File: config.mk
export PLATFORM = sky130hd
export DESIGN_NAME = csq_top
export DESIGN_NICKNAME = d
export VERILOG_FILES = /design/src/rtl/csq_pkg.sv /design/src/rtl/csq_stream_if.sv /design/src/rtl/csq_divider.sv /design/src/rtl/csq_skid.sv /design/src/rtl/csq_top.sv
export VERILOG_INCLUDE_DIRS = /design/src /design/src/rtl
export SDC_FILE = /design/constraint.sdc
export NUM_CORES = 2
export LEC_CHECK = 0
export BUFFER_PORTS_ARGS = -buffer_cell sky130_fd_sc_hd__buf_2
export CELL_PAD_IN_SITES_DETAIL_PLACEMENT = 1
export CELL_PAD_IN_SITES_GLOBAL_PLACEMENT = 1
export CORE_MARGIN = 2
export CORE_UTILIZATION = 30
export DETAILED_ROUTE_END_ITERATION = 8
export PLACE_DENSITY_LB_ADDON = 0.1
export RECOVER_POWER = 50
export SETUP_SLACK_MARGIN = 0.1
export SLEW_MARGIN = 20
export SYNTH_ARGS = -nofsm -noshare
export SYNTH_HDL_FRONTEND = slang
export SYNTH_SLANG_ARGS = --single-unit
export TNS_END_PERCENT = 30
File: constraint.sdc
create_clock -name clk -period 28.6 [get_ports clk]
set_clock_uncertainty 0.15 [all_clocks]
set_input_delay 2.86 -clock clk [delete_from_list [all_inputs] [get_ports clk]]
set_output_delay 2.86 -clock clk [all_outputs]
set_load 0.05 [all_outputs]
File: src/rtl/csq_regs.svh
// Register offsets, field positions, reset values and counts of the quantizer.
// Included by the package and the top module; definitions only.
`ifndef CSQ_REGS_SVH
`define CSQ_REGS_SVH

// Byte offsets on the register bus
`define CSQ_OFF_CTRL     8'h00
`define CSQ_OFF_BANDSEL  8'h04
`define CSQ_OFF_BANDCFG  8'h08
`define CSQ_OFF_HDR      8'h0C
`define CSQ_OFF_STATUS   8'h10

// Control register fields
`define CSQ_CTRL_REV     0
`define CSQ_CTRL_RCT     1
`define CSQ_CTRL_ROI     2
`define CSQ_CTRL_GUARD   4
`define CSQ_CTRL_ROISH   8
`define CSQ_CTRL_DEPTH   16
`define CSQ_CTRL_RESET   32'h0008_0020

// Sub-band entry fields
`define CSQ_CFG_EXP      0
`define CSQ_CFG_MANT     5
`define CSQ_CFG_GAIN     16
`define CSQ_CFG_RESET    18'h00000

// Header word layout in irreversible mode
`define CSQ_HDR_EXP      11

// Arithmetic sizes
`define CSQ_MANT_BITS    11
`define CSQ_DIV_W        80
`define CSQ_NUM_BANDS    16
`define CSQ_MAG_BITS     32

`endif

File: src/rtl/csq_pkg.sv
// Types shared by the quantizer modules.
// Assumes csq_regs.svh is on the include path.
`include "csq_regs.svh"

package csq_pkg;

	typedef enum logic [1:0]
	{
		CSQ_IDLE = 2'b00,
		CSQ_DIV  = 2'b01,
		CSQ_PUSH = 2'b10
	} csq_state_t;

	typedef struct packed
	{
		logic        sign;
		logic [6:0]  planes;
		logic [3:0]  band;
		logic [31:0] mag;
	} csq_word_t;

endpackage : csq_pkg

File: src/rtl/csq_stream_if.sv
// Valid/ready carrier for quantized words between the quantizer modules.
// Assumes one clock shared by both ends.
`timescale 1ns/1ps

interface csq_stream_if;
	import csq_pkg::*;
	logic      valid;
	logic      ready;
	csq_word_t data;

	modport src (output valid, output data, input ready);
	modport snk (input valid, input data, output ready);
endinterface : csq_stream_if

File: src/rtl/csq_divider.sv
// Serial restoring divider, one quotient bit per clock.
// Assumes operands are stable from start until done; divisor nonzero.
`timescale 1ns/1ps

module csq_divider
#(
	parameter int W = 80
)
(
	// Clock and reset
	input  wire logic         clk,
	input  wire logic         rst,
	// Request
	input  wire logic         start,
	input  wire logic [W-1:0] dividend,
	input  wire logic [W-1:0] divisor,
	// Result
	output logic              busy,
	output logic              done,
	output logic [W-1:0]      quotient
);
	logic [W-1:0] rem_q;
	logic [6:0]   cnt_q;
	logic [W:0]   shifted;
	logic [W:0]   diff;
	logic         fits;

	assign shifted = {rem_q, quotient[W-1]};
	assign diff    = shifted - {1'b0, divisor};
	assign fits    = !diff[W];

	always_ff @(posedge clk or posedge rst)
	begin
		if (rst)
		begin
			rem_q    <= '0;
			quotient <= '0;
			cnt_q    <= 7'h00;
			busy     <= 1'b0;
			done     <= 1'b0;
		end
		else
		begin
			done <= 1'b0;
			if (start)
			begin
				rem_q    <= '0;
				quotient <= dividend;
				cnt_q    <= 7'(W);
				busy     <= 1'b1;
			end
			else if (busy)
			begin
				rem_q    <= fits ? diff[W-1:0] : shifted[W-1:0];
				quotient <= {quotient[W-2:0], fits};
				cnt_q    <= cnt_q - 7'h01;
				busy     <= (cnt_q != 7'h01);
				done     <= (cnt_q == 7'h01);
			end
		end
	end
endmodule : csq_divider

File: src/rtl/csq_skid.sv
// Two-entry buffer; both outgoing sides come straight from flip-flops.
// Assumes the sink may stall for any number of cycles.
`timescale 1ns/1ps

module csq_skid
(
	// Clock and reset
	input  wire logic clk,
	input  wire logic rst,
	// Streams
	csq_stream_if.snk inS,
	csq_stream_if.src outS
);
	import csq_pkg::*;

	csq_word_t spare_q;
	logic      spareV_q;
	logic      headV_q;
	csq_word_t head_q;
	logic      pop;
	logic      push;

	assign pop        = headV_q && outS.ready;
	assign push       = inS.valid && !spareV_q;
	assign inS.ready  = !spareV_q;
	assign outS.valid = headV_q;
	assign outS.data  = head_q;

	always_ff @(posedge clk or posedge rst)
	begin
		if (rst)
		begin
			head_q   <= '0;
			spare_q  <= '0;
			headV_q  <= 1'b0;
			spareV_q <= 1'b0;
		end
		else if (pop && spareV_q)
		begin
			head_q   <= spare_q;
			spareV_q <= 1'b0;
		end
		else if (push && (pop || !headV_q))
		begin
			head_q  <= inS.data;
			headV_q <= 1'b1;
		end
		else if (push)
		begin
			spare_q  <= inS.data;
			spareV_q <= 1'b1;
		end
		else if (pop)
			headV_q <= 1'b0;
	end
endmodule : csq_skid

File: src/rtl/csq_top.sv
// Scalar quantizer for wavelet coefficients with APB register access.
// Assumes a synchronous upstream stream and a downstream that may stall.
//
// Behaviour
// - Each coefficient leaves as its sign and its magnitude over the band step, floored.
// - The band step is two to the range minus exponent times one plus mantissa over 2^11.
// - The magnitude is held in a bounded width and saturates rather than overflows.
// - The magnitude width in bit-planes is guard bits plus exponent minus one.
// - The guard-bit count is programmable in the control register; the header word does not carry it.
// - With region of interest enabled the plane count grows by the programmed shift.
// - Reversible mode uses a step of one, so magnitudes pass through unchanged up to the plane bound.
// - In reversible mode the header word carries the exponent and no mantissa.
// - In irreversible mode an active colour transform grows the nominal range by one bit.
`timescale 1ns/1ps
`include "csq_regs.svh"

module csq_top
(
	// Clock and reset
	input  wire logic        clk,
	input  wire logic        rst,
	// APB slave
	input  wire logic [7:0]  paddr,
	input  wire logic        psel,
	input  wire logic        penable,
	input  wire logic        pwrite,
	input  wire logic [31:0] pwdata,
	output logic      [31:0] prdata,
	output logic             pready,
	output logic             pslverr,
	// Coefficients in
	input  wire logic        coefValid,
	input  wire logic [31:0] coefData,
	input  wire logic [3:0]  coefBand,
	output logic             coefReady,
	// Quantized words out
	output logic             qValid,
	input  wire logic        qReady,
	output logic             qSign,
	output logic [31:0]      qMag,
	output logic [3:0]       qBand,
	output logic [6:0]       qPlanes
);
	import csq_pkg::*;

	csq_stream_if bufIn ();
	csq_stream_if bufOut ();

	csq_state_t   state_q;
	csq_state_t   state_d;
	logic [31:0]  ctrl_q;
	logic [3:0]   bandSel_q;
	logic [17:0]  bandTab [`CSQ_NUM_BANDS];
	logic [15:0]  count_q;
	logic [31:0]  absVal_q;
	logic         sign_q;
	logic [3:0]   band_q;
	logic [4:0]   exp_q;
	logic [10:0]  mant_q;
	logic [5:0]   range_q;
	logic [6:0]   planes_q;
	logic [31:0]  mag_q;
	logic         divStart_q;

	// Control fields
	wire         revMode  = ctrl_q[`CSQ_CTRL_REV];
	wire         rctOn    = ctrl_q[`CSQ_CTRL_RCT];
	wire         roiOn    = ctrl_q[`CSQ_CTRL_ROI];
	wire  [2:0]  guard    = ctrl_q[`CSQ_CTRL_GUARD +: 3];
	wire  [4:0]  roiShift = ctrl_q[`CSQ_CTRL_ROISH +: 5];
	wire  [4:0]  depth    = ctrl_q[`CSQ_CTRL_DEPTH +: 5];

	// APB decode; a write lands only on the completing edge
	wire         apbAcc   = psel && penable && !pready;
	wire         apbDone  = psel && penable && pready;
	wire         selCtrl  = paddr == `CSQ_OFF_CTRL;
	wire         selSel   = paddr == `CSQ_OFF_BANDSEL;
	wire         selCfg   = paddr == `CSQ_OFF_BANDCFG;
	wire         selHdr   = paddr == `CSQ_OFF_HDR;
	wire         selStat  = paddr == `CSQ_OFF_STATUS;
	wire         addrOk   = selCtrl || selSel || selCfg || selHdr || selStat;
	wire         cfgBusy  = selCfg && pwrite && (state_q != CSQ_IDLE);
	wire         wrEn     = apbDone && pwrite && !pslverr;

	// Selected table entry and its header word
	wire  [17:0] selEntry = bandTab[bandSel_q];
	wire  [4:0]  selExp   = selEntry[`CSQ_CFG_EXP +: 5];
	wire  [10:0] selMant  = selEntry[`CSQ_CFG_MANT +: `CSQ_MANT_BITS];
	wire  [31:0] hdrWord  = revMode ? {27'h0, selExp}
	                                : {16'h0, selExp, selMant};

	logic [31:0] rdMux;
	assign rdMux = selCtrl ? ctrl_q :
	               selSel  ? {28'h0, bandSel_q} :
	               selCfg  ? {14'h0, selEntry} :
	               selHdr  ? hdrWord :
	               selStat ? {15'h0, state_q != CSQ_IDLE, count_q} : 32'h0000_0000;

	// Coefficient capture
	wire         accept   = (state_q == CSQ_IDLE) && coefValid && coefReady;
	wire  [17:0] inEntry  = bandTab[coefBand];
	wire  [4:0]  inExp    = inEntry[`CSQ_CFG_EXP +: 5];
	wire  [1:0]  inGain   = inEntry[`CSQ_CFG_GAIN +: 2];
	wire  [31:0] inAbs    = coefData[31] ? 32'(-coefData) : coefData;
	wire  [5:0]  inRange  = revMode ? {1'b0, inExp}
	                      : 6'({1'b0, depth} + {4'h0, inGain} + {5'h0, rctOn});
	wire  [7:0]  planeSum = 8'({5'h0, guard} + {3'h0, inExp}
	                      + (roiOn ? {3'h0, roiShift} : 8'h00));
	wire  [6:0]  inPlanes = (planeSum == 8'h00) ? 7'h00 : 7'(planeSum - 8'h01);

	// Step as shifted divisor; a negative shift moves onto the dividend
	wire         upShift  = {1'b0, exp_q} > range_q;
	wire  [5:0]  numShift = upShift ? 6'({1'b0, exp_q} - range_q) : 6'h00;
	wire  [5:0]  denShift = upShift ? 6'h00 : 6'(range_q - {1'b0, exp_q});
	wire  [`CSQ_DIV_W-1:0] dividend = `CSQ_DIV_W'(absVal_q) << (7'd11 + 7'(numShift));
	wire  [`CSQ_DIV_W-1:0] divisor  = `CSQ_DIV_W'({1'b1, mant_q}) << denShift;
	wire  [`CSQ_DIV_W-1:0] quotient;
	wire         divDone;

	// Magnitude bound from the plane count
	wire  [31:0] limit    = (planes_q >= 7'd32) ? 32'hFFFF_FFFF
	                      : 32'((33'h1 << planes_q) - 33'h1);
	wire  [31:0] divSat   = (quotient > `CSQ_DIV_W'(limit)) ? limit : quotient[31:0];
	wire  [31:0] inLimit  = (inPlanes >= 7'd32) ? 32'hFFFF_FFFF
	                      : 32'((33'h1 << inPlanes) - 33'h1);
	wire  [31:0] revSat   = (inAbs > inLimit) ? inLimit : inAbs;

	assign state_d = (state_q == CSQ_IDLE && accept) ? (revMode ? CSQ_PUSH : CSQ_DIV) :
	                 (state_q == CSQ_DIV && divDone) ? CSQ_PUSH :
	                 (state_q == CSQ_PUSH && bufIn.ready) ? CSQ_IDLE : state_q;

	assign bufIn.valid = state_q == CSQ_PUSH;
	assign bufIn.data  = '{sign: sign_q, planes: planes_q, band: band_q, mag: mag_q};

	csq_divider #(.W(`CSQ_DIV_W)) divider
	(
		.clk      (clk),
		.rst      (rst),
		.start    (divStart_q),
		.dividend (dividend),
		.divisor  (divisor),
		.busy     (),
		.done     (divDone),
		.quotient (quotient)
	);

	csq_skid outBuf
	(
		.clk  (clk),
		.rst  (rst),
		.inS  (bufIn),
		.outS (bufOut)
	);

	assign bufOut.ready = qReady;

	// Outputs that mirror buffer flops
	assign qValid  = bufOut.valid;
	assign qSign   = bufOut.data.sign;
	assign qMag    = bufOut.data.mag;
	assign qBand   = bufOut.data.band;
	assign qPlanes = bufOut.data.planes;

	// Bus side; two-cycle access so read data leaves a flop
	always_ff @(posedge clk or posedge rst)
	begin
		if (rst)
		begin
			pready    <= 1'b0;
			pslverr   <= 1'b0;
			prdata    <= 32'h0000_0000;
			ctrl_q    <= `CSQ_CTRL_RESET;
			bandSel_q <= 4'h0;
		end
		else
		begin
			pready  <= apbAcc;
			pslverr <= apbAcc && (!addrOk || cfgBusy || (pwrite && (selHdr || selStat)));
			prdata  <= (apbAcc && !pwrite) ? rdMux : 32'h0000_0000;
			if (wrEn && selCtrl)
				ctrl_q <= pwdata;
			if (wrEn && selSel)
				bandSel_q <= pwdata[3:0];
		end
	end

	// Table entries hold no reset; software loads them before streaming
	always_ff @(posedge clk)
	begin
		if (wrEn && selCfg)
			bandTab[bandSel_q] <= pwdata[17:0];
	end

	// Datapath; band parameters frozen per coefficient
	always_ff @(posedge clk or posedge rst)
	begin
		if (rst)
		begin
			state_q    <= CSQ_IDLE;
			coefReady  <= 1'b0;
			divStart_q <= 1'b0;
			absVal_q   <= 32'h0000_0000;
			sign_q     <= 1'b0;
			band_q     <= 4'h0;
			exp_q      <= 5'h00;
			mant_q     <= 11'h000;
			range_q    <= 6'h00;
			planes_q   <= 7'h00;
			mag_q      <= 32'h0000_0000;
			count_q    <= 16'h0000;
		end
		else
		begin
			state_q    <= state_d;
			coefReady  <= state_d == CSQ_IDLE;
			divStart_q <= accept && !revMode;
			if (accept)
			begin
				absVal_q <= inAbs;
				sign_q   <= coefData[31] && (inAbs != 32'h0000_0000);
				band_q   <= coefBand;
				exp_q    <= inExp;
				mant_q   <= revMode ? 11'h000 : inEntry[`CSQ_CFG_MANT +: `CSQ_MANT_BITS];
				range_q  <= inRange;
				planes_q <= inPlanes;
			end
			if (state_q == CSQ_DIV && divDone)
				mag_q <= divSat;
			else if (state_q == CSQ_IDLE && state_d == CSQ_PUSH)
				mag_q <= revSat;
			else if (state_q == CSQ_PUSH)
				mag_q <= mag_q;
			if (state_q == CSQ_PUSH && bufIn.ready)
				count_q <= count_q + 16'h0001;
		end
	end
endmodule : csq_top

==> impl_metrics.toml <==
[clock_network]
cts_resized = 0
tritoncts = "yes"
clkTransAtPathRegs_ns = 0.06
cts_buffers = 91
clockRootBuffer = "clkbuf_16"
postCtsSetupBuffers = 0
cts_sinks = 735
clock_path_buffers = 3
hold_buffers = 0
htreeDepth = 3
clock_latency_ns = 0.72

[floorplanning]
die_x_um = 395
die_h_um = 395
die_area_mm2 = 0.156
io_pins = 163
rows = 143
start_util_pct = 30.2
core_area_mm2 = 0.152

[timing]
hold_viol = 0
setup_violations = 0
fmax_ghz = 0.0730
maxSlewViolCount = 809
rsz0062_at_grt = "no"
tns_ns = 0
tightestPinTransition_ns = 7.45
min_period_over_period_pct = 47.9
max_slew_margin_pct = -397
post-route-min-period_ns = 13.71

[critical_path]
crit_start = "coefBand[1]"
crit_path_end = "mag_q[0]$_DFFE_PP0P_"
crit_type = "input pin to flip-flop"
path_max_fanout = 40
cp-end-kind = "flip-flop"
slowest_delay_ns = 2.32
cp-start-kind = "input pin"
timing.rr.start = "divider.busy$_DFF_PP0_"
worstReg2RegEnd = "divider.rem_q[16]$_DFFE_PP0P_"
rrSetupSlack_ns = 18.18
critPathRequiredTime_ns = 29.00
arrival_ns = 14.10
slowest_stage = "clkbuf_1"
reg2reg_depth = 3

[layout]
layout-drive-gt1-share_pct = 15.3
nets = 4677
fin_area_mm2 = 0.0521
n_fill_cell = 16900
layoutNonFillerInstCount = 6534
syn2layout_area_growth_pct = 13.8

[placed_design]
place_area_mm2 = 0.0490
dpl.hpwl_um = 128000
io_buffers = 162
dp.cells = 6356
place_congestion = 0.862

[power]
total_power_mw = 2.62
power_density_mw_per_mm2 = 50.2
p_leak_nw = 21.4
peakVddDrop_mv = 0.0536

[drt]
drtIter0Drc = 2464
wl_per_cell_um = 26.7
viasPerCell = 5.52
drtAntennaViolNets = 0
wl_um = 174000
first_pass_iters = 7
drt_drc_violations_left = 0
vias = 36100

[logic_synthesis]
netlist_top_cells_count = "nand2_1, dfrtp_1, nor2_1, edfxtp_1, a21oi_1"
synth_ff_type = "dfrtp_1"
yosysTopAreaCellShare_pct = 24.3
ys_seq_elements = 735
synth_area_leaders = "dfrtp_1, edfxtp_1, mux4_2, ha_1, mux2i_1"
syn_area_mm2 = 0.0458
ys_async_sr_fraction_pct = 60.8
yosys.area.top_type = "dfrtp_1"
yosysWarnings = 0
ys_seq_area_share_pct = 43.3
yosysUniqueCellTypes = 108
synthCells = 4341
post-synth-top-count-cell = "nand2_1"
syn_nets = 4598
synth_edf_count = 288
syn-mean-instance-area_um2 = 10.5

[flow_run]
max_cap_violations = 15

[hold_path]
hold_depth = 1
hold_class = "flip-flop to flip-flop"

[global_routing]
grt_max_degree = 143
antenna_found_initial = 10
grt_util_all_layers_pct = 22.1
grt_pass1_wl_um = 261000
first_global_vias = 37700
grt_overflow_total = 0

[run_status]
failed_checks = "capacitance limit, slew limit"
outcome = "complete, but fails checks"
[cells in the final DEF, fill, tap and decap left out, drive strengths merged, types with 37 or more instances in the layout]
cell type,count
o211ai,37
nor3,84
a211oi,58
mux2i,192
ha,165
o22ai,45
mux2,94
nand4,44
buf,152
a21o,78
a22oi,56
dfrtp,445
a21oi,274
and2,49
mux4,207
clkbuf,229
xnor2,83
edfxtp,288
xor2,60
nor2,321
nand3,86
nand2,498
inv,132
o21ai,232
[worst min path at each step]
stage / startpoint / endpoint / slack (ns)
after floorplan: outBuf.spare_q[31]$_DFFE_PP0P_ / outBuf.outS.data[31]$_DFFE_PP0P_ / 0.29
after global placement: outBuf.spare_q[35]$_DFFE_PP0P_ / outBuf.outS.data[35]$_DFFE_PP0P_ / 0.30
after detailed placement: outBuf.outS.data[15]$_DFFE_PP0P_ / outBuf.outS.data[15]$_DFFE_PP0P_ / 0.31
after CTS: ctrl_q[24]$_DFFE_PP0P_ / prdata[24]$_DFF_PP0_ / 0.32
after global routing: ctrl_q[24]$_DFFE_PP0P_ / prdata[24]$_DFF_PP0_ / 0.35
final: ctrl_q[24]$_DFFE_PP0P_ / prdata[24]$_DFF_PP0_ / 0.32
[critical path, delay by kind of cell]
kind                       cells  cell delay, ns
adders and majority gates      3            1.86
muxes                          3            1.32
buffers and inverters          5            3.39
and+or+nand+nor                7            1.14
AOI/OAI and AO/OA             11            3.46
[sequential cells by signal, summed over array words and instances, names as in the netlist, 2 cells and up]
register / count
outBuf.outS.data: 44
divider.rem_q: 80
divider.cnt_q: 7
state_q: 2
exp_q: 5
prdata: 32
divider.quotient: 80
mag_q: 32
outBuf.spare_q: 44
planes_q: 7
bandTab: 288
ctrl_q: 32
band_q: 4
range_q: 6
mant_q: 11
absVal_q: 32
count_q: 16
bandSel_q: 4
[routing by layer]
layer	vias to the layer above	GRT usage, %	routed length, µm
met5	-	0	87
met3	190	2.38	5880
met2	610	35.9	81900
li1	16500	-	-
met4	12	5.25	3560
met1	18800	31.5	82800
[logic make-up after synthesis]
logic type / count (synthesis) / synth area share (%)
AND/OR/NAND/NOR: 1282 / 12.8
AO/OA/AOI/OAI: 1098 / 15.9
flip-flops: 735 / 43.3
multiplexers: 493 / 16.7
buffers and inverters: 414 / 3.49
adder cells (fa/ha/maj): 174 / 4.90
XOR/XNOR: 145 / 2.83
[report_power, final]
| group | internal [mW] | switching (mW) |
|---|---|---|
| Clock | 0.758 | 0.511 |
| Combinational | 0.0858 | 0.163 |
| Sequential | 1.10 | 0.000538 |
| Total | 1.94 | 0.675 |
[area by class of cell]
class,instances,area [µm²],share of cell area (%)
antenna,5,12.5,0.0240
clock buffer,114,2530,4.85
clock inverter,58,751,1.44
inverter,133,500,0.960
multi-input combinational,3192,24500,47.0
sequential,735,19800,38.1
tap,2030,2540,4.87
timing repair buffer,267,1440,2.76
[metrics by stage]
stage               util (%)  hold slack, ns  setup slack [ns]
floorplan                  -           0.294             13.14
detailed placement      32.3           0.311             15.52
global placement        32.3           0.302             15.62
CTS                     34.5           0.324             16.23
finish                  34.3           0.316             14.89
global route            34.3           0.348             14.25
No activity file was read; power rests on OpenSTA's default activity.
